[config.mk]
export PLATFORM = sky130hd
export DESIGN_NAME = lcdc_config
export DESIGN_NICKNAME = d
export VERILOG_FILES = /design/src/common/lcdc_pkg.sv /design/src/verilog/lcdc_tick_div.sv /design/src/verilog/lcdc_config.sv
export SDC_FILE = /design/constraint.sdc
export NUM_CORES = 1
export LEC_CHECK = 0
export BUFFER_PORTS_ARGS = -buffer_cell sky130_fd_sc_hd__buf_2
export CELL_PAD_IN_SITES_DETAIL_PLACEMENT = 1
export CELL_PAD_IN_SITES_GLOBAL_PLACEMENT = 1
export CORE_MARGIN = 3
export CORE_UTILIZATION = 45
export DETAILED_ROUTE_END_ITERATION = 6
export HOLD_SLACK_MARGIN = 0.08
export PLACE_DENSITY_LB_ADDON = 0.25
export REMOVE_ABC_BUFFERS = 1
export SLEW_MARGIN = 5
export SYNTH_ARGS = -nofsm -noshare
export SYNTH_HDL_FRONTEND = slang
export SYNTH_SLANG_ARGS = --single-unit
[constraint.sdc]
create_clock -name i_clk_sys -period 5.4 [get_ports i_clk_sys]
set_input_delay 0.27 -clock i_clk_sys [delete_from_list [all_inputs] [get_ports i_clk_sys]]
set_output_delay 0.27 -clock i_clk_sys [all_outputs]
set_load 0.1 [all_outputs]
[src/common/lcdc_pkg.sv]
// shared constants, register map and field layouts of the lcd driver configuration block
package lcdc_pkg;
	// ==========================================================
	// timing
	localparam int CLK_HZ = 50_000_000;
	localparam int BASE_FAST_HZ = 2048;
	localparam int BASE_SLOW_HZ = 128;
	localparam int BLINK_STEP_MS = 250;
	localparam int FAST_DIV = CLK_HZ / BASE_FAST_HZ;
	localparam int SLOW_DIV = CLK_HZ / BASE_SLOW_HZ;
	localparam int BLINK_STEP_DIV = (CLK_HZ / 1000) * BLINK_STEP_MS;
	localparam int PHASE_TICKS = 8;

	// ==========================================================
	// register offsets
	localparam logic [7:0] ADDR_MAIN = 8'h95;
	localparam logic [7:0] ADDR_LADDER = 8'h9c;
	localparam logic [7:0] ADDR_FRAME = 8'hb1;

	// ==========================================================
	// field positions and reset values
	localparam int LADDER_EN_BIT = 6;
	localparam int FRAME_INV_BIT = 6;
	localparam int FRAME_UPD_BIT = 1;
	localparam int FRAME_REFRESH_BIT = 0;
	localparam logic [7:0] MAIN_RST = 8'h00;
	localparam logic LADDER_EN_RST = 1'b0;
	localparam logic FRAME_INV_RST = 1'b0;
	localparam logic FRAME_REFRESH_RST = 1'b0;
	localparam logic FRAME_UPD_RST = 1'b0;

	// ==========================================================
	// enumerations
	typedef enum logic [1:0] {
		MUX_RSVD = 2'h0,
		MUX_2X = 2'h1,
		MUX_3X = 2'h2,
		MUX_4X = 2'h3
	} lcdc_mux_t;

	typedef enum logic [1:0] {
		BLK_SW_OFF = 2'h0,
		BLK_SW_ON = 2'h1,
		BLK_FIXED = 2'h2,
		BLK_RATE = 2'h3
	} lcdc_blink_src_t;

	// main configuration register, msb first as laid out in the byte
	typedef struct packed {
		logic panel_driver_enable;
		logic segment_data_clear;
		logic blink_enable;
		logic sleep_force_off;
		logic panel_clock_select;
		logic bias_third;
		lcdc_mux_t multiplex_level;
	} lcdc_main_cfg_t;
endpackage

[src/verilog/lcdc_tick_div.sv]
// free-running clock divider giving a one-cycle tick every DIV cycles while enabled
`timescale 1ns/10ps
module lcdc_tick_div #(
	parameter int DIV = 2
) (
	input wire logic i_clk_sys,
	input wire logic i_resetn,
	input wire logic i_run,
	output logic o_tick
);
	localparam int W = $clog2(DIV + 1);

	if (DIV < 1) begin : g_chk
		$error("lcdc_tick_div: DIV must be at least one");
	end

	logic [W-1:0] cnt_r;

	// ==========================================================
	// divider
	// the count restarts while stopped so the first tick after a start is a whole period away
	always_ff @(posedge i_clk_sys or negedge i_resetn) begin
		if (!i_resetn) begin
			cnt_r <= '0;
			o_tick <= 1'b0;
		end else if (!i_run) begin
			cnt_r <= '0;
			o_tick <= 1'b0;
		end else if (cnt_r == W'(DIV - 1)) begin
			cnt_r <= '0;
			o_tick <= 1'b1;
		end else begin
			cnt_r <= cnt_r + W'(1);
			o_tick <= 1'b0;
		end
	end
endmodule

[src/verilog/lcdc_config.sv]
// lcd driver configuration registers, timebase, blink, frame inversion and refresh handshake
// ==========================================================
`timescale 1ns/10ps
module lcdc_config #(
	parameter int FAST_DIV = lcdc_pkg::FAST_DIV,
	parameter int SLOW_DIV = lcdc_pkg::SLOW_DIV,
	parameter int BLINK_STEP_DIV = lcdc_pkg::BLINK_STEP_DIV,
	parameter int PHASE_TICKS = lcdc_pkg::PHASE_TICKS
) (
	input wire logic i_clk_sys,
	input wire logic i_resetn,
	input wire logic [7:0] i_sfr_addr,
	input wire logic [7:0] i_sfr_wdata,
	input wire logic i_sfr_wr,
	input wire logic i_sfr_rd,
	output logic [7:0] o_sfr_rdata,
	input wire logic i_sleep_power_mode,
	input wire lcdc_pkg::lcdc_blink_src_t i_blink_source,
	input wire logic [1:0] i_blink_rate,
	output logic o_driver_active,
	output logic o_display_on,
	output logic o_seg_data_clear,
	output logic o_base_tick,
	output logic o_frame_start,
	output logic o_frame_invert,
	output logic o_data_take,
	output logic o_ladder_short,
	output logic o_ladder_enable,
	output logic o_pin_a_com,
	output logic o_pin_b_com
);
	if (PHASE_TICKS < 1 || PHASE_TICKS > 255) begin : g_chk
		$error("lcdc_config: PHASE_TICKS must be 1 to 255");
	end

	lcdc_pkg::lcdc_main_cfg_t main_r;
	logic ladder_en_r;
	logic inv_en_r;
	logic refresh_r;
	logic upd_flag_r;
	logic sleep_meta_r;
	logic sleep_sync_r;
	logic fast_tick;
	logic slow_tick;
	logic step_tick;
	logic base_tick;
	logic frame_start;
	logic [9:0] frame_cnt_r;
	logic [9:0] frame_len;
	logic [2:0] com_count;
	logic [2:0] blink_cnt_r;
	logic [3:0] half_steps;
	logic blink_phase_r;
	logic wr_main;
	logic wr_ladder;
	logic wr_frame;

	assign wr_main = i_sfr_wr && (i_sfr_addr == lcdc_pkg::ADDR_MAIN);
	assign wr_ladder = i_sfr_wr && (i_sfr_addr == lcdc_pkg::ADDR_LADDER);
	assign wr_frame = i_sfr_wr && (i_sfr_addr == lcdc_pkg::ADDR_FRAME);

	// ==========================================================
	// register writes
	// reserved bits are not stored, so they always read back as zero
	always_ff @(posedge i_clk_sys or negedge i_resetn) begin
		if (!i_resetn) begin
			main_r <= lcdc_pkg::lcdc_main_cfg_t'(lcdc_pkg::MAIN_RST);
			ladder_en_r <= lcdc_pkg::LADDER_EN_RST;
			inv_en_r <= lcdc_pkg::FRAME_INV_RST;
			refresh_r <= lcdc_pkg::FRAME_REFRESH_RST;
		end else begin
			if (wr_main) begin
				main_r <= lcdc_pkg::lcdc_main_cfg_t'(i_sfr_wdata);
			end
			if (wr_ladder) begin
				ladder_en_r <= i_sfr_wdata[lcdc_pkg::LADDER_EN_BIT];
			end
			if (wr_frame) begin
				inv_en_r <= i_sfr_wdata[lcdc_pkg::FRAME_INV_BIT];
				refresh_r <= i_sfr_wdata[lcdc_pkg::FRAME_REFRESH_BIT];
			end
		end
	end

	// ==========================================================
	// register reads, one cycle after the read strobe
	always_ff @(posedge i_clk_sys or negedge i_resetn) begin
		if (!i_resetn) begin
			o_sfr_rdata <= 8'h00;
		end else if (i_sfr_rd) begin
			if (i_sfr_addr == lcdc_pkg::ADDR_MAIN) begin
				o_sfr_rdata <= main_r;
			end else if (i_sfr_addr == lcdc_pkg::ADDR_LADDER) begin
				o_sfr_rdata <= 8'(ladder_en_r) << lcdc_pkg::LADDER_EN_BIT;
			end else if (i_sfr_addr == lcdc_pkg::ADDR_FRAME) begin
				o_sfr_rdata <= (8'(inv_en_r) << lcdc_pkg::FRAME_INV_BIT)
					| (8'(upd_flag_r) << lcdc_pkg::FRAME_UPD_BIT)
					| (8'(refresh_r) << lcdc_pkg::FRAME_REFRESH_BIT);
			end else begin
				o_sfr_rdata <= 8'h00;
			end
		end
	end

	// ==========================================================
	// sleep indication comes from the power manager, outside this clock domain
	always_ff @(posedge i_clk_sys or negedge i_resetn) begin
		if (!i_resetn) begin
			sleep_meta_r <= 1'b0;
			sleep_sync_r <= 1'b0;
		end else begin
			sleep_meta_r <= i_sleep_power_mode;
			sleep_sync_r <= sleep_meta_r;
		end
	end

	// ==========================================================
	// static drive controls
	always_ff @(posedge i_clk_sys or negedge i_resetn) begin
		if (!i_resetn) begin
			o_driver_active <= 1'b0;
		end else begin
			o_driver_active <= main_r.panel_driver_enable && !(sleep_sync_r && main_r.sleep_force_off);
		end
	end

	assign o_seg_data_clear = main_r.segment_data_clear;
	assign o_ladder_short = !main_r.bias_third;
	assign o_ladder_enable = ladder_en_r;
	assign o_pin_a_com = (main_r.multiplex_level == lcdc_pkg::MUX_4X);
	assign o_pin_b_com = main_r.multiplex_level[1];

	// ==========================================================
	// timebase; the dividers stop while the driver is off to save power
	lcdc_tick_div #(.DIV(FAST_DIV)) u_fast (
		.i_clk_sys(i_clk_sys),
		.i_resetn(i_resetn),
		.i_run(o_driver_active),
		.o_tick(fast_tick)
	);
	lcdc_tick_div #(.DIV(SLOW_DIV)) u_slow (
		.i_clk_sys(i_clk_sys),
		.i_resetn(i_resetn),
		.i_run(o_driver_active),
		.o_tick(slow_tick)
	);
	lcdc_tick_div #(.DIV(BLINK_STEP_DIV)) u_step (
		.i_clk_sys(i_clk_sys),
		.i_resetn(i_resetn),
		.i_run(o_driver_active),
		.o_tick(step_tick)
	);

	assign base_tick = main_r.panel_clock_select ? slow_tick : fast_tick;
	assign o_base_tick = base_tick;

	// ==========================================================
	// frame counter; the reserved level 00 is run as 2x so the frame still advances
	always_comb begin
		case (main_r.multiplex_level)
			lcdc_pkg::MUX_3X: com_count = 3'h3;
			lcdc_pkg::MUX_4X: com_count = 3'h4;
			default: com_count = 3'h2;
		endcase
		frame_len = 10'(PHASE_TICKS * int'(com_count));
	end

	assign frame_start = o_driver_active && base_tick && (frame_cnt_r == frame_len - 10'h1);

	always_ff @(posedge i_clk_sys or negedge i_resetn) begin
		if (!i_resetn) begin
			frame_cnt_r <= 10'h0;
			o_frame_start <= 1'b0;
		end else if (!o_driver_active) begin
			frame_cnt_r <= 10'h0;
			o_frame_start <= 1'b0;
		end else begin
			if (frame_start || frame_cnt_r >= frame_len) begin
				frame_cnt_r <= 10'h0;
			end else if (base_tick) begin
				frame_cnt_r <= frame_cnt_r + 10'h1;
			end
			o_frame_start <= frame_start;
		end
	end

	// ==========================================================
	// frame inversion
	always_ff @(posedge i_clk_sys or negedge i_resetn) begin
		if (!i_resetn) begin
			o_frame_invert <= 1'b0;
		end else if (!inv_en_r) begin
			o_frame_invert <= 1'b0;
		end else if (frame_start) begin
			o_frame_invert <= !o_frame_invert;
		end
	end

	// ==========================================================
	// refresh handshake; a new frame set wins over a software clear in the same cycle
	always_ff @(posedge i_clk_sys or negedge i_resetn) begin
		if (!i_resetn) begin
			o_data_take <= 1'b0;
			upd_flag_r <= lcdc_pkg::FRAME_UPD_RST;
		end else begin
			o_data_take <= frame_start && !refresh_r;
			if (frame_start && !refresh_r) begin
				upd_flag_r <= 1'b1;
			end else if (wr_frame && !i_sfr_wdata[lcdc_pkg::FRAME_UPD_BIT]) begin
				upd_flag_r <= 1'b0;
			end
		end
	end

	// ==========================================================
	// blink; steps are quarter seconds, half period in steps per source and rate
	always_comb begin
		if (i_blink_source == lcdc_pkg::BLK_FIXED) begin
			half_steps = 4'h1;
		end else begin
			half_steps = {1'b0, i_blink_rate, 1'b0} + 4'h2;
		end
	end

	always_ff @(posedge i_clk_sys or negedge i_resetn) begin
		if (!i_resetn) begin
			blink_cnt_r <= 3'h0;
			blink_phase_r <= 1'b1;
		end else if (!main_r.blink_enable || !i_blink_source[1]) begin
			blink_cnt_r <= 3'h0;
			blink_phase_r <= 1'b1;
		end else if (step_tick) begin
			if ({1'b0, blink_cnt_r} + 4'h1 >= half_steps) begin
				blink_cnt_r <= 3'h0;
				blink_phase_r <= !blink_phase_r;
			end else begin
				blink_cnt_r <= blink_cnt_r + 3'h1;
			end
		end
	end

	always_ff @(posedge i_clk_sys or negedge i_resetn) begin
		if (!i_resetn) begin
			o_display_on <= 1'b0;
		end else if (!main_r.blink_enable) begin
			o_display_on <= o_driver_active;
		end else if (i_blink_source == lcdc_pkg::BLK_SW_OFF) begin
			o_display_on <= 1'b0;
		end else begin
			o_display_on <= o_driver_active && (i_blink_source == lcdc_pkg::BLK_SW_ON || blink_phase_r);
		end
	end

	// ==========================================================
	// checks
	a_enable_runs: assert property (@(posedge i_clk_sys) disable iff (!i_resetn)
		wr_main && i_sfr_wdata[7] && !i_sfr_wdata[4] |=> ##1 o_driver_active)
		else $error("driver not active after enable write");
	a_clear_follows: assert property (@(posedge i_clk_sys) disable iff (!i_resetn)
		wr_main |=> o_seg_data_clear == $past(i_sfr_wdata[6]))
		else $error("segment clear does not follow bit 6");
	a_sleep_blanks: assert property (@(posedge i_clk_sys) disable iff (!i_resetn)
		sleep_sync_r && main_r.sleep_force_off && $past(sleep_sync_r && main_r.sleep_force_off)
		|=> !o_driver_active && !o_display_on)
		else $error("panel on in sleep with force-off");
	a_base_select: assert property (@(posedge i_clk_sys) disable iff (!i_resetn)
		main_r.panel_clock_select && fast_tick && !slow_tick |-> !o_base_tick)
		else $error("fast tick used with slow clock selected");
	a_bias_join: assert property (@(posedge i_clk_sys) disable iff (!i_resetn)
		wr_main |=> o_ladder_short != $past(i_sfr_wdata[2]))
		else $error("ladder join does not follow bias bit");
	a_pin_roles: assert property (@(posedge i_clk_sys) disable iff (!i_resetn)
		wr_main && i_sfr_wdata[1:0] == 2'h2 |=> !o_pin_a_com && o_pin_b_com)
		else $error("3x pin roles wrong");
	a_ladder_on: assert property (@(posedge i_clk_sys) disable iff (!i_resetn)
		wr_ladder |=> o_ladder_enable == $past(i_sfr_wdata[6]))
		else $error("ladder enable does not follow bit 6");
	a_invert_toggle: assert property (@(posedge i_clk_sys) disable iff (!i_resetn)
		inv_en_r && frame_start |=> o_frame_invert != $past(o_frame_invert))
		else $error("frame inversion missed a frame");
	a_refresh_holds: assert property (@(posedge i_clk_sys) disable iff (!i_resetn)
		refresh_r |=> !o_data_take)
		else $error("data taken while refresh set");
	a_update_flag: assert property (@(posedge i_clk_sys) disable iff (!i_resetn)
		frame_start && !refresh_r |=> o_data_take && o_frame_start && upd_flag_r)
		else $error("update flag not set at frame start");
	a_blink_fixed: assert property (@(posedge i_clk_sys) disable iff (!i_resetn)
		main_r.blink_enable && i_blink_source == lcdc_pkg::BLK_FIXED && step_tick
		&& $stable(i_blink_source) |=> blink_phase_r != $past(blink_phase_r))
		else $error("fixed blink did not toggle each step");
endmodule

==> PnR_summary.wiki, run 1 <==
{| class="wikitable"
! Metric !! Value
|-
| Level count of the clock H-tree || 3
|-
| Fmax achieved || 432 MHz
|-
| Worst path top cell family by delay || simple AND/OR/NAND/NOR gates
|-
| Design Power || 0.00138 W
|-
| Maximum clock path buffer count || 2
|-
| Slew Viols, Final || 0
|-
| Final hold violations || 0
|-
| Final setup viols || 0
|-
| Min cycle time layout || 2.32 ns
|-
| Area added between synthesis and finish || 11.9%
|-
| Number of enable-type register cells in the synthesized netlist || 0
|-
| Routed WL || 10400 µm
|-
| Category of the worst setup path launch point || flop
|-
| Cell Area, Synth || 0.00487 mm²
|-
| Length of the first detailed-routing pass in iterations || 4
|-
| Wire length of the first global-routing pass || 17300 µm
|-
| Run status || finished, final reports clean
|-
| Tcrit/Tclk final || 42.9%
|-
| Chip height || 110 µm
|-
| Aggregate global-route resource usage || 18.0%
|-
| Clock Pin Slew Worst Setup and Hold Paths || 0.10 ns
|-
| Worst min path class || in2reg
|-
| Actual slew at the worst max-slew pin || 0.905 ns
|-
| Number of max-capacitance violations reported || 0
|-
| Relative max-transition margin || 39.6%
|-
| Via count of the first global-routing pass || 3753
|-
| Post-Route Setup TNS || 0 ns
|-
| Average wire length per cell after detail routing || 15.4 µm
|-
| Initial antenna violation count || 0
|-
| Worst Clk Skew || 0.00875 ns
|-
| Drt via density || 5.34
|-
| Critical-path cell list || or4_1 > nor4_1 > and4_1 > nand2b_1 > nor2_1
|-
| Share of final-layout standard cells stronger than drive strength 1 || 14.2%
|-
| Hold path start || i_sfr_wdata[5]
|-
| Num rows || 37
|-
| Sink Count || 102
|-
| Seq cells post-synth || 102
|-
| Io pins || 44
|-
| Clock tree from TritonCTS || built
|-
| Maximum fanout along the worst path || 24
|-
| CTS Root Cell || sky130_fd_sc_hd__clkbuf_8
|-
| TritonCTS Buffers || 9
|-
| End-of-flow core utilization || 52.3%
|-
| Critical path startpoint || u_step.cnt_r[6]$_DFF_PN0_
|-
| Total leakage power || 2.40 nW
|-
| DPL Wire Length || 7330 µm
|-
| Peak per-stage delay on the critical path || 0.71 ns
|-
| Critical path required time || 5.62 ns
|-
| Unique cell type count in the Yosys netlist || 50
|-
| Area of combinational cells with multiple inputs || 0.00218 mm²
|-
| CP Class || reg2reg
|-
| Total setup buffers inserted after CTS || 0
|-
| Buffers added on ports || 43
|-
| Most frequently used flop master after synthesis || sky130_fd_sc_hd__dfrtp_1
|-
| Category of the worst setup path capture point || flop
|-
| Initial drt markers || 118
|-
| Sequential cell area in the final layout || 0.00255 mm²
|-
| Die Wd || 110 µm
|-
| Clk_lat worst skew || 0.37 ns
|-
| Proportion of synthesized flip-flops having asynchronous set or reset || 100%
|-
| Post-Place Cell Area || 0.00522 mm²
|-
| Slowest CP cell || sky130_fd_sc_hd__nand2b_1
|-
| Full die area || 0.0121 mm²
|-
| Filler cells || 1211
|-
| Final-layout worst hold slack || 0.135 ns
|-
| Worst path arrival time || 2.54 ns
|-
| Worst vdd rail ir drop || 0.000138 V
|-
| Beginning of the worst register-to-register path || u_step.cnt_r[6]$_DFF_PN0_
|-
| Final Wtd Congestion || 0.776
|-
| Effective utilization at floorplan || 46.8%
|-
| Via count || 3581
|-
| P per Cell Area || 254 mW/mm²
|-
| Diode count || 0
|-
| Residual DRC || 0
|-
| Final net count || 572
|-
| Buf/Inv on CP || 0
|-
| Average instance area after synthesis || 10.2 µm²
|-
| Global route overflow || 0
|-
| Post-Syn Instances || 480
|-
| Ys Warns || 0
|-
| Largest net degree at the start of global routing || 69
|-
| Post-route antenna net violation count || 0
|-
| RSZ-0062 raised after global routing || no
|-
| Post-synthesis sequential area ratio || 52.4%
|-
| Core region area || 0.0104 mm²
|-
| Post-route cell area || 0.00545 mm²
|}
[layout make-up]
class                      count  area share (%)
multi-input combinational    346            39.9
clock buffer                   9            2.27
tap                          136            3.12
sequential                   102            46.8
timing repair buffer          46            4.50
clock inverter                 6            1.58
inverter                      26            1.79
[worst reg2reg max path, delay by kind of cell, from the launching register on]
kind	cells	cell delay, ns
AND/OR/NAND/NOR	5	1.74
flip-flops	1	0.43
[sequential cells by signal (all words and copies together) (netlist names), 3 cells and up]
register / count
blink_cnt_r: 3
main_r: 6
o_sfr_rdata: 8
u_slow.cnt_r: 19
u_step.cnt_r: 24
u_fast.cnt_r: 15
frame_cnt_r: 10
[where the power goes]
part,internal [W],total (W),switching (W)
logic,0.0000203,0.0000825,0.0000622
clock network,0.000259,0.000520,0.000262
registers,0.000772,0.000780,0.00000800
total,0.00105,0.00138,0.000332
[cells in the mapped netlist, drive strengths merged, types with 2 or more instances]
cell	n	area (µm²)
buf	4	38.8
mux2	11	124
nor4	7	56.3
or2	2	12.5
dfrtp	101	2530
ha	16	200
a22oi	2	15.0
nand2b	5	31.3
mux2i	2	20.0
and2	2	12.5
nor2	84	315
and4	4	35.0
nor2b	3	18.8
nand4	16	100
xnor2	25	219
or3	3	18.8
nor3	11	60.1
a31oi	2	12.5
inv	26	97.6
a21oi	5	25.0
o21ai	13	65.1
xor2	34	298
nand2	32	120
nand3	37	185
clkbuf	4	15.0
and3	9	56.3
[cell usage in the layout (no fill, tap or decap), drive strengths merged, types with 16 or more instances in the layout]
cell type	synthesis	routed
dfrtp	101	101
nor2	84	84
buf	4	44
ha	16	16
inv	26	27
xor2	34	34
nand4	16	16
nand2	32	32
nand3	37	37
xnor2	25	25
[kinds of logic after synthesis]
family	after synthesis	synth area share [%]
AO/OA/AOI/OAI	34	4.67
multiplexers	13	2.95
other	1	0.0769
AND/OR/NAND/NOR	221	22.1
adder cells (fa/ha/maj)	16	4.11
flip-flops	102	52.4
XOR/XNOR	59	10.6
buffers and inverters	34	3.11
[timing repair]
item                                   in CTS  in global routing
gates resized for setup                     0                  0
endpoints found under the hold margin      34                  0
setup endpoints to repair                   0                  0
hold buffers                                2                  0
[metrics by stage]
step / cells / setup slack [ns]
5_1_grt: 671 / 2.90
2_1_floorplan: 474 / 2.52
4_1_cts: 671 / 3.02
3_3_place_gp: 654 / 3.11
3_5_place_dp: 654 / 3.06
6_report: 671 / 3.08
[path summary, 6_finish.rpt]
path / endpoint / slack (ns) / cells after the start
setup / recovery: u_step.cnt_r[4]$_DFF_PN0_ / 3.08 / 5
hold / removal: main_r[5]$_DFFE_PN0P_ / 0.13 / 2
setup reg to reg: u_step.cnt_r[4]$_DFF_PN0_ / 3.08 / 5
hold reg to reg: sleep_sync_r$_DFF_PN0_ / 0.36 / 0
max in group asynchronous: o_pin_b_com$_DFFE_PN0P_ / 3.83 / 3
min in group asynchronous: u_step.cnt_r[11]$_DFF_PN0_ / 0.37 / 2
[routing by layer]
layer / part of all wire [%] / routed length, µm / global-route usage [%]
met1: 45 / 4660 / 23.3
met2: 51 / 5240 / 30.1
met3: 2.6 / 272 / 3.73
met4: 1.7 / 181 / 6.32
met5: 0 / 0 / 0
Power figures use the tool's default switching activity.
==> run 2, diff against run 1 <==
==> constraint.sdc (replaced) <==
create_clock -name i_clk_sys -period 2.31 [get_ports i_clk_sys]
set_input_delay 0.1155 -clock i_clk_sys [delete_from_list [all_inputs] [get_ports i_clk_sys]]
set_output_delay 0.1155 -clock i_clk_sys [all_outputs]
set_load 0.1 [all_outputs]
==> run 2 against run 1 <==
Against the previous run: register-to-register slack got worse by 2.9 ns; cell count rose by 2.5%; global-route usage rose by 1.4 points; non-clock buffer count rose by 17; sequential power rose by 130%; hold slack got worse by 0.010 ns; critical endpoint is now o_frame_invert$_DFFE_PN0P_; largest power group unchanged.
==> PnR_summary.wiki, run 2 (same netlist as run 1, synthesis figures left out) <==
{| class="wikitable"
! Metric !! Value
|-
| Largest net degree at the start of global routing || 41 (-41%)
|-
| Worst path arrival time || 2.36 ns (-0.18 ns)
|-
| Max FFs per register || 24 (unchanged)
|-
| Core region area || 0.0104 mm² (unchanged)
|-
| Worst path top cell family by delay || simple AND/OR/NAND/NOR gates
|-
| Final hold violations || 0 (unchanged)
|-
| Capture instance of the worst register-to-register path || o_frame_invert$_DFFE_PN0P_
|-
| Number of max-capacitance violations reported || 0 (unchanged)
|-
| Top register by number of flip-flops || u_step.cnt_r
|-
| Actual slew at the worst max-slew pin || 0.578 ns (-0.327 ns)
|-
| Chip height || 110 µm (unchanged)
|-
| Post-route antenna net violation count || 0 (unchanged)
|-
| Effective utilization at floorplan || 46.8% (unchanged)
|-
| Num rows || 37 (unchanged)
|-
| CTS Root Cell || sky130_fd_sc_hd__clkbuf_8
|-
| Maximum fanout along the worst path || 6 (-75%)
|-
| Length of the first detailed-routing pass in iterations || 4 (unchanged)
|-
| Level count of the clock H-tree || 3 (unchanged)
|-
| Worst Clk Skew || 0.0175 ns (+0.00871 ns)
|-
| Most prevalent standard cell on the critical path || sky130_fd_sc_hd__or3_1
|-
| Initial drt markers || 169 (+43%)
|-
| Setup slack of the critical path after layout || 0.211 ns (-2.87 ns)
|-
| DPL Wire Length || 7880 µm (+7.4%)
|-
| Filler cells || 1191 (-1.7%)
|-
| Beginning of the worst register-to-register path || o_pin_b_com$_DFFE_PN0P_
|-
| Critical path required time || 2.57 ns (-3.05 ns)
|-
| Worst min path class || in2reg
|-
| Critical-path cell list || nor2b_1 > ha_1 > or3_1 > or3_1 > xnor2_1 > and2_1
|-
| Buffers added on ports || 43 (unchanged)
|-
| Sink Count || 102 (unchanged)
|-
| Slew Viols, Final || 0 (unchanged)
|-
| Diode count || 0 (unchanged)
|-
| Routed WL || 11000 µm (+6.3%)
|-
| Fmax achieved || 477 MHz (+10%)
|-
| Via count || 3659 (+2.2%)
|-
| Category of the worst setup path capture point || flop
|-
| Area added between synthesis and finish || 16.4%
|-
| TritonCTS Buffers || 9 (unchanged)
|-
| Total setup buffers inserted after CTS || 0 (unchanged)
|-
| Residual DRC || 0 (unchanged)
|-
| Stages on the worst setup path || 6 (+1)
|-
| Maximum clock path buffer count || 2 (unchanged)
|-
| Final-layout worst hold slack || 0.125 ns (-0.00998 ns)
|-
| Final net count || 589 (+3.0%)
|-
| Share of final-layout standard cells stronger than drive strength 1 || 15.0% (+0.83 points)
|-
| Die Wd || 110 µm (unchanged)
|-
| Run status || finished, final reports clean
|-
| Post-Place Cell Area || 0.00529 mm² (+1.2%)
|-
| Top flop regs || u_step.cnt_r x24, u_slow.cnt_r x19, u_fast.cnt_r x15
|-
| Average wire length per cell after detail routing || 16.0 µm (+3.7%)
|-
| Clock tree from TritonCTS || built
|-
| Tcrit/Tclk final || 90.8% (+48 points)
|-
| Buf/Inv on CP || 0 (unchanged)
|-
| Final Wtd Congestion || 0.796 (+2.6%)
|-
| Peak per-stage delay on the critical path || 0.45 ns (-0.26 ns)
|-
| RSZ-0062 raised after global routing || no
|-
| Post-Route Setup TNS || 0 ns (unchanged)
|-
| Number of instances in the placed design || 661 (+1.1%)
|-
| Clock Pin Slew Worst Setup and Hold Paths || 0.10 ns (about the same)
|-
| Full die area || 0.0121 mm² (unchanged)
|-
| Most frequent cells in the layout || sky130_fd_sc_hd__dfrtp_1, sky130_fd_sc_hd__nor2_1, sky130_fd_sc_hd__buf_2, sky130_fd_sc_hd__nand3_1, sky130_fd_sc_hd__xor2_1
|-
| Crit path capture || o_frame_invert$_DFFE_PN0P_
|-
| Initial antenna violation count || 0 (unchanged)
|-
| Register-to-Register Path Depth || 6 (+1)
|-
| Category of the worst setup path launch point || flop
|-
| Slowest CP cell || sky130_fd_sc_hd__dfrtp_1
|-
| Aggregate global-route resource usage || 19.4% (+1.4 points)
|-
| Worst vdd rail ir drop || 0.000415 V (+200%)
|-
| Final setup viols || 0 (unchanged)
|-
| Wire length of the first global-routing pass || 18600 µm (+7.3%)
|-
| Min cycle time layout || 2.10 ns (-0.219 ns)
|-
| P per Cell Area || 618 mW/mm² (+140%)
|-
| Clk_lat worst skew || 0.37 ns (about the same)
|-
| Most common cell after layout, fill and taps aside || sky130_fd_sc_hd__dfrtp_1
|-
| Global route overflow || 0 (unchanged)
|-
| CP Class || reg2reg
|-
| Number of gates resized after CTS || 0 (unchanged)
|-
| Number of non-filler instances in the completed layout || 688 (+2.5%)
|-
| CTS Hold Buffers Added || 12 (+10)
|-
| Post-route cell area || 0.00567 mm² (+4.1%)
|-
| Io pins || 44 (unchanged)
|-
| Reg-to-reg slack, setup || 0.21 ns (-2.87 ns)
|-
| Drt via density || 5.32 (-0.35%)
|-
| Critical path startpoint || o_pin_b_com$_DFFE_PN0P_
|-
| Post-placement setup slack || 0.218 ns (-2.84 ns)
|-
| Via count of the first global-routing pass || 3898 (+3.9%)
|-
| Relative max-transition margin || 61.3% (+22 points)
|-
| Total leakage power || 2.51 nW (+4.5%)
|}
[run 2: worst register-to-register path, delay by kind of cell (launching register included)]
family | cells | cell delay [ns]
flops | 1 | 0.45
simple gates | 4 | 1.11
xor+xnor | 1 | 0.15
fa+ha+maj | 1 | 0.30
[run 2: area by class of cell]
type | instances | area, µm² | area share (%)
Tap cell | 136 | 170 | 3.00
Multi-Input combinational cell | 346 | 2180 | 38.3
Clock buffer | 10 | 138 | 2.43
Inverter | 26 | 97.6 | 1.72
Sequential cell | 102 | 2550 | 45.0
Clock inverter | 5 | 129 | 2.27
Timing Repair Buffer | 63 | 410 | 7.23
[run 2: worst min-delay path by stage]
stage	from	end	slack, ns	depth (start not counted)
after floorplan	i_resetn	blink_cnt_r[0]$_DFFE_PN0P_	-0.18	0
after global placement	i_resetn	u_step.cnt_r[12]$_DFF_PN0_	0.12	1
after detailed placement	i_resetn	u_step.cnt_r[18]$_DFF_PN0_	0.13	1
after CTS	i_sfr_wr	o_ladder_enable$_DFFE_PN0P_	0.11	3
after global routing	i_sfr_wr	o_ladder_enable$_DFFE_PN0P_	0.13	3
final	i_sfr_wr	o_ladder_enable$_DFFE_PN0P_	0.12	3
[run 2: stage by stage]
stage	total power, W	utilization [%]
after floorplan	0.00196	-
after global placement	0.00206	50.8
after detailed placement	0.00206	50.8
after CTS	0.00355	54.5
after global routing	0.00365	54.5
final	0.00351	54.5
[run 2: power by group]
part | total [W] | switching (W) | internal, W
sequential | 0.00182 | 0.0000167 | 0.00181
clock | 0.00146 | 0.000608 | 0.000857
combinational | 0.000221 | 0.000155 | 0.0000664
total | 0.00351 | 0.000779 | 0.00273
[run 2: per-layer routing]
metal | up-vias | track usage (%) | wire length (µm)
li1 | 1755 | - | -
met1 | 1855 | 25.1 | 4990
met2 | 35 | 33.3 | 5610
met3 | 14 | 3.84 | 255
met4 | 0 | 5.08 | 142
met5 | - | 0 | 0
==> run 3, diff against run 2 <==
--- a/config.mk
+++ b/config.mk
@@ -5,6 +5,7 @@
 export SDC_FILE = /design/constraint.sdc
 export NUM_CORES = 1
 export LEC_CHECK = 0
+export ABC_AREA = 1
 export BUFFER_PORTS_ARGS = -buffer_cell sky130_fd_sc_hd__buf_2
 export CELL_PAD_IN_SITES_DETAIL_PLACEMENT = 1
 export CELL_PAD_IN_SITES_GLOBAL_PLACEMENT = 1
==> run 3 against run 2 <==
Against the previous run: count of clock-buffer cells in the layout is 1 lower; sequential share of layout area is 5.6 points lower; non-clock buffer count stayed put; clock power is 9% higher; die area is 14% higher; global-route usage is 3.5 points higher; design area is 14% higher; clock skew is 0.012 ns lower; flip-flop and latch count stayed put; synthesized area is 14% higher; total power is 31% higher; first-iteration DRC count is 42% higher; critical endpoint is now blink_cnt_r[0]$_DFFE_PN0P_; largest power group unchanged.
==> PnR_summary.wiki, run 3 <==
{| class="wikitable"
! Metric !! Value
|-
| Chip height || 117 µm (+6.5%)
|-
| Share of the synthesized area in the top cell type || 45.4% (-6.5 points)
|-
| Unique cell type count in the Yosys netlist || 43 (-14%)
|-
| Top register by number of flip-flops || u_step.cnt_r
|-
| TritonCTS Buffers || 9 (unchanged)
|-
| Num rows || 40 (+8.1%)
|-
| Register-to-Register Path Depth || 8 (+2)
|-
| Die Wd || 117 µm (+6.5%)
|-
| Post-route antenna net violation count || 0 (unchanged)
|-
| Leading area contributor after synthesis || sky130_fd_sc_hd__dfrtp_1
|-
| Final hold violations || 0 (unchanged)
|-
| Clock tree from TritonCTS || built
|-
| Clk_lat worst skew || 0.36 ns (about the same)
|-
| Post-Syn Instances || 716 (+49%)
|-
| Worst vdd rail ir drop || 0.000472 V (+14%)
|-
| Aggregate global-route resource usage || 23.0% (+3.5 points)
|-
| Average instance area after synthesis || 7.78 µm² (-23%)
|-
| Cell Area, Synth || 0.00557 mm² (+14%)
|-
| Worst hold path depth || 4 (+1)
|-
| Share of power burned in combinational logic || 17.8% (+12 points)
|-
| P per Cell Area || 708 mW/mm² (+15%)
|-
| Ys Warns || 0 (unchanged)
|-
| Worst Clk Skew || 0.00505 ns (-0.0124 ns)
|-
| Largest net degree at the start of global routing || 51 (+24%)
|-
| Share of the synthesized area in compound gates (AO/OA/AOI/OAI) || 5.23% (+0.56 points)
|-
| Level count of the clock H-tree || 3 (unchanged)
|-
| Hold endpoint || o_ladder_enable$_DFFE_PN0P_
|-
| Switching power share of the total || 31.9% (+9.7 points)
|-
| Post-synthesis sequential area ratio || 45.8% (-6.6 points)
|-
| Share of final-layout standard cells stronger than drive strength 1 || 13.9% (-1.1 points)
|-
| Tcrit/Tclk final || 80.5% (-10 points)
|-
| Number of enable-type register cells in the synthesized netlist || 0 (unchanged)
|-
| Maximum fanout along the worst path || 5 (-1)
|-
| Maximum clock path buffer count || 2 (unchanged)
|-
| Sequential cell area in the final layout || 0.00255 mm² (unchanged)
|-
| Filler cells || 1516 (+27%)
|-
| Routed WL || 15000 µm (+36%)
|-
| Actual slew at the worst max-slew pin || 0.571 ns (-0.00679 ns)
|-
| Beginning of the worst register-to-register path || blink_cnt_r[0]$_DFFE_PN0P_
|-
| Wire length of the first global-routing pass || 24700 µm (+33%)
|-
| Number of max-capacitance violations reported || 0 (unchanged)
|-
| Category of the worst setup path launch point || flop
|-
| Leading cell type by number of instances after synthesis || sky130_fd_sc_hd__nand2_1
|-
| Commonest cells in the synthesized netlist || sky130_fd_sc_hd__nand2_1, sky130_fd_sc_hd__nor2_1, sky130_fd_sc_hd__dfrtp_1
|-
| Residual DRC || 0 (unchanged)
|-
| DPL Wire Length || 10700 µm (+35%)
|-
| Buffers added on ports || 43 (unchanged)
|-
| Drt via density || 5.10 (-4.2%)
|-
| Worst path arrival time || 2.13 ns (-0.23 ns)
|-
| Final Wtd Congestion || 0.861 (+8.1%)
|-
| Area of combinational cells with multiple inputs || 0.00264 mm² (+21%)
|-
| Diode count || 0 (unchanged)
|-
| Reg-to-reg slack, setup || 0.45 ns (+0.24 ns)
|-
| Io pins || 44 (unchanged)
|-
| Total setup buffers inserted after CTS || 0 (unchanged)
|-
| Final-layout worst hold slack || 0.125 ns (+0.000545 ns)
|-
| Basic-gate share of the synthesized area counting and, or, nand and nor cells || 34.4% (+12 points)
|-
| Run status || finished, final reports clean
|-
| Net switching power || 0.00147 W (+88%)
|-
| Final net count || 828 (+41%)
|-
| Top flop regs || u_step.cnt_r x24, u_slow.cnt_r x19, u_fast.cnt_r x15
|-
| Most common cell after layout, fill and taps aside || sky130_fd_sc_hd__nand2_1
|-
| Flop pwr share || 47.5% (-4.4 points)
|-
| Number of gates resized after CTS || 0 (unchanged)
|-
| Max FFs per register || 24 (unchanged)
|-
| Post-Place Cell Area || 0.00601 mm² (+14%)
|-
| Largest family of logic cells by synthesized area || simple AND/OR/NAND/NOR gates
|-
| Via count || 4893 (+34%)
|-
| Effective utilization at floorplan || 46.2% (-0.59 points)
|-
| Proportion of synthesized flip-flops having asynchronous set or reset || 100% (unchanged)
|-
| Post-synthesis adder-cell area fraction || 3.59% (-0.51 points)
|-
| Slew Viols, Final || 0 (unchanged)
|-
| Initial antenna violation count || 0 (unchanged)
|-
| Global route overflow || 0 (unchanged)
|-
| Full die area || 0.0138 mm² (+14%)
|-
| RSZ-0062 raised after global routing || no
|-
| Most frequent cells in the layout || sky130_fd_sc_hd__nand2_1, sky130_fd_sc_hd__nor2_1, sky130_fd_sc_hd__dfrtp_1, sky130_fd_sc_hd__inv_1, sky130_fd_sc_hd__buf_2
|-
| Hold path start || i_sfr_addr[5]
|-
| Share of the synthesized netlist area taken by xor and xnor gates || 3.93% (-6.7 points)
|-
| Post-route cell area || 0.00648 mm² (+14%)
|-
| Min cycle time layout || 1.86 ns (-0.240 ns)
|-
| Top cells by area in the synthesized netlist || sky130_fd_sc_hd__dfrtp_1, sky130_fd_sc_hd__nand2_1, sky130_fd_sc_hd__nor2_1
|-
| Average wire length per cell after detail routing || 15.6 µm (-2.4%)
|-
| Category of the worst setup path capture point || flop
|-
| Via count of the first global-routing pass || 5168 (+33%)
|-
| Core region area || 0.0121 mm² (+16%)
|-
| Internal power consumption || 0.00313 W (+15%)
|-
| Critical path required time || 2.58 ns (about the same)
|-
| Area added between synthesis and finish || 16.4% (about the same)
|-
| CTS Root Cell || sky130_fd_sc_hd__clkbuf_16
|-
| Final setup viols || 0 (unchanged)
|-
| Clock Pin Slew Worst Setup and Hold Paths || 0.07 ns (-0.03 ns)
|-
| Most frequently used flop master after synthesis || sky130_fd_sc_hd__dfrtp_1
|-
| Total leakage power || 3.09 nW (+23%)
|-
| Clock share of power || 34.6% (-7.2 points)
|-
| Relative max-transition margin || 61.9% (+0.66 points)
|-
| Worst min path class || in2reg
|-
| Multiplexer area fraction after synthesis || 0% (-3.0 points)
|-
| Length of the first detailed-routing pass in iterations || 4 (unchanged)
|-
| Sink Count || 102 (unchanged)
|-
| Seq cells post-synth || 102 (unchanged)
|-
| Fmax achieved || 538 MHz (+13%)
|-
| Initial drt markers || 240 (+42%)
|-
| CP Class || reg2reg
|-
| Capture instance of the worst register-to-register path || blink_cnt_r[0]$_DFFE_PN0P_
|}
==> run 3: changes by cell type after synthesis, moves of 5 or more <==
cell	previous run	this run
sky130_fd_sc_hd__nand2b_1	5	0
sky130_fd_sc_hd__xor2_1	34	18
sky130_fd_sc_hd__mux2_2	11	0
sky130_fd_sc_hd__and3_1	9	1
sky130_fd_sc_hd__nor2_4	0	5
sky130_fd_sc_hd__xnor2_1	25	7
sky130_fd_sc_hd__nand2_1	32	181
sky130_fd_sc_hd__nor2_2	0	12
sky130_fd_sc_hd__nor3_1	10	17
sky130_fd_sc_hd__inv_1	26	90
sky130_fd_sc_hd__nor2_1	84	139
sky130_fd_sc_hd__o21ai_2	0	6
==> run 3: how the worst max path moves through the flow <==
stage	startpoint	to	depth (start not counted)
after floorplan	o_pin_b_com$_DFFE_PN0P_	frame_cnt_r[2]$_DFFE_PN0P_	10
after global placement	blink_cnt_r[0]$_DFFE_PN0P_	blink_cnt_r[0]$_DFFE_PN0P_	7
after detailed placement	blink_cnt_r[0]$_DFFE_PN0P_	blink_cnt_r[0]$_DFFE_PN0P_	8
after CTS	blink_cnt_r[0]$_DFFE_PN0P_	blink_cnt_r[0]$_DFFE_PN0P_	8
after global routing	blink_cnt_r[0]$_DFFE_PN0P_	blink_cnt_r[0]$_DFFE_PN0P_	7
final	blink_cnt_r[0]$_DFFE_PN0P_	blink_cnt_r[0]$_DFFE_PN0P_	8
==> run 3: power groups by stage <==
| stage | logic, W | registers, W | clock network [W] |
|---|---|---|---|
| detailed placement | 0.000798 | 0.00222 | 0 |
| floorplan | 0.000535 | 0.00221 | 0 |
| global route | 0.000940 | 0.00222 | 0.00172 |
| finish | 0.000820 | 0.00218 | 0.00159 |
| global placement | 0.000741 | 0.00220 | 0 |
| CTS | 0.000830 | 0.00218 | 0.00162 |
==> run 3: layout make-up <==
cell class | count | share of cell area, %
Clock buffer | 9 | 3.47
Clock inverter | 7 | 1.23
Inverter | 94 | 5.44
Multi-Input combinational cell | 517 | 40.7
Sequential cell | 102 | 39.4
Tap cell | 168 | 3.24
Timing Repair Buffer | 63 | 6.52
==> run 3: logic make-up after synthesis <==
family / Yosys count
adder cells (fa/ha/maj): 16
buffers and inverters: 99
other: 1
XOR/XNOR: 25
flip-flops: 102
AO/OA/AOI/OAI: 44
AND/OR/NAND/NOR: 429
==> run 3: through the flow <==
step / cells / total power, W / TNS [ns] / util, % / worst slack, ns
2_1_floorplan: 713 / 0.00274 / -2.34 / - / -0.373
3_3_place_gp: 927 / 0.00294 / 0 / 49.8 / 0.618
3_5_place_dp: 927 / 0.00301 / 0 / 49.8 / 0.489
4_1_cts: 960 / 0.00464 / 0 / 53.8 / 0.456
5_1_grt: 960 / 0.00488 / 0 / 53.8 / 0.318
6_report: 960 / 0.00459 / 0 / 53.8 / 0.451
==> run 3: what timing repair did <==
| action | CTS | global route |
|---|---|---|
| setup endpoints to repair | 0 | 0 |
| endpoints found under the hold margin | 117 | 0 |
| hold buffers | 17 | 0 |
==> run 3: layer usage <==
layer	part of all wire (%)	GRT usage (%)	routed length, µm
met4	1.8	6.57	264
met1	42	27.5	6350
met3	2.8	5.24	417
met5	0	0	0
met2	53	41.1	7950
==> run 3: critical path: stages, from the launching register on <==
cell and delay (ns):
sky130_fd_sc_hd__dfrtp_1 0.42, sky130_fd_sc_hd__ha_1 0.23, sky130_fd_sc_hd__xor2_1 0.20, sky130_fd_sc_hd__ha_1 0.26
sky130_fd_sc_hd__nand2_1 0.07, sky130_fd_sc_hd__inv_1 0.06, sky130_fd_sc_hd__o21ai_0 0.08, sky130_fd_sc_hd__nand4_1 0.22
sky130_fd_sc_hd__o21ai_0 0.23
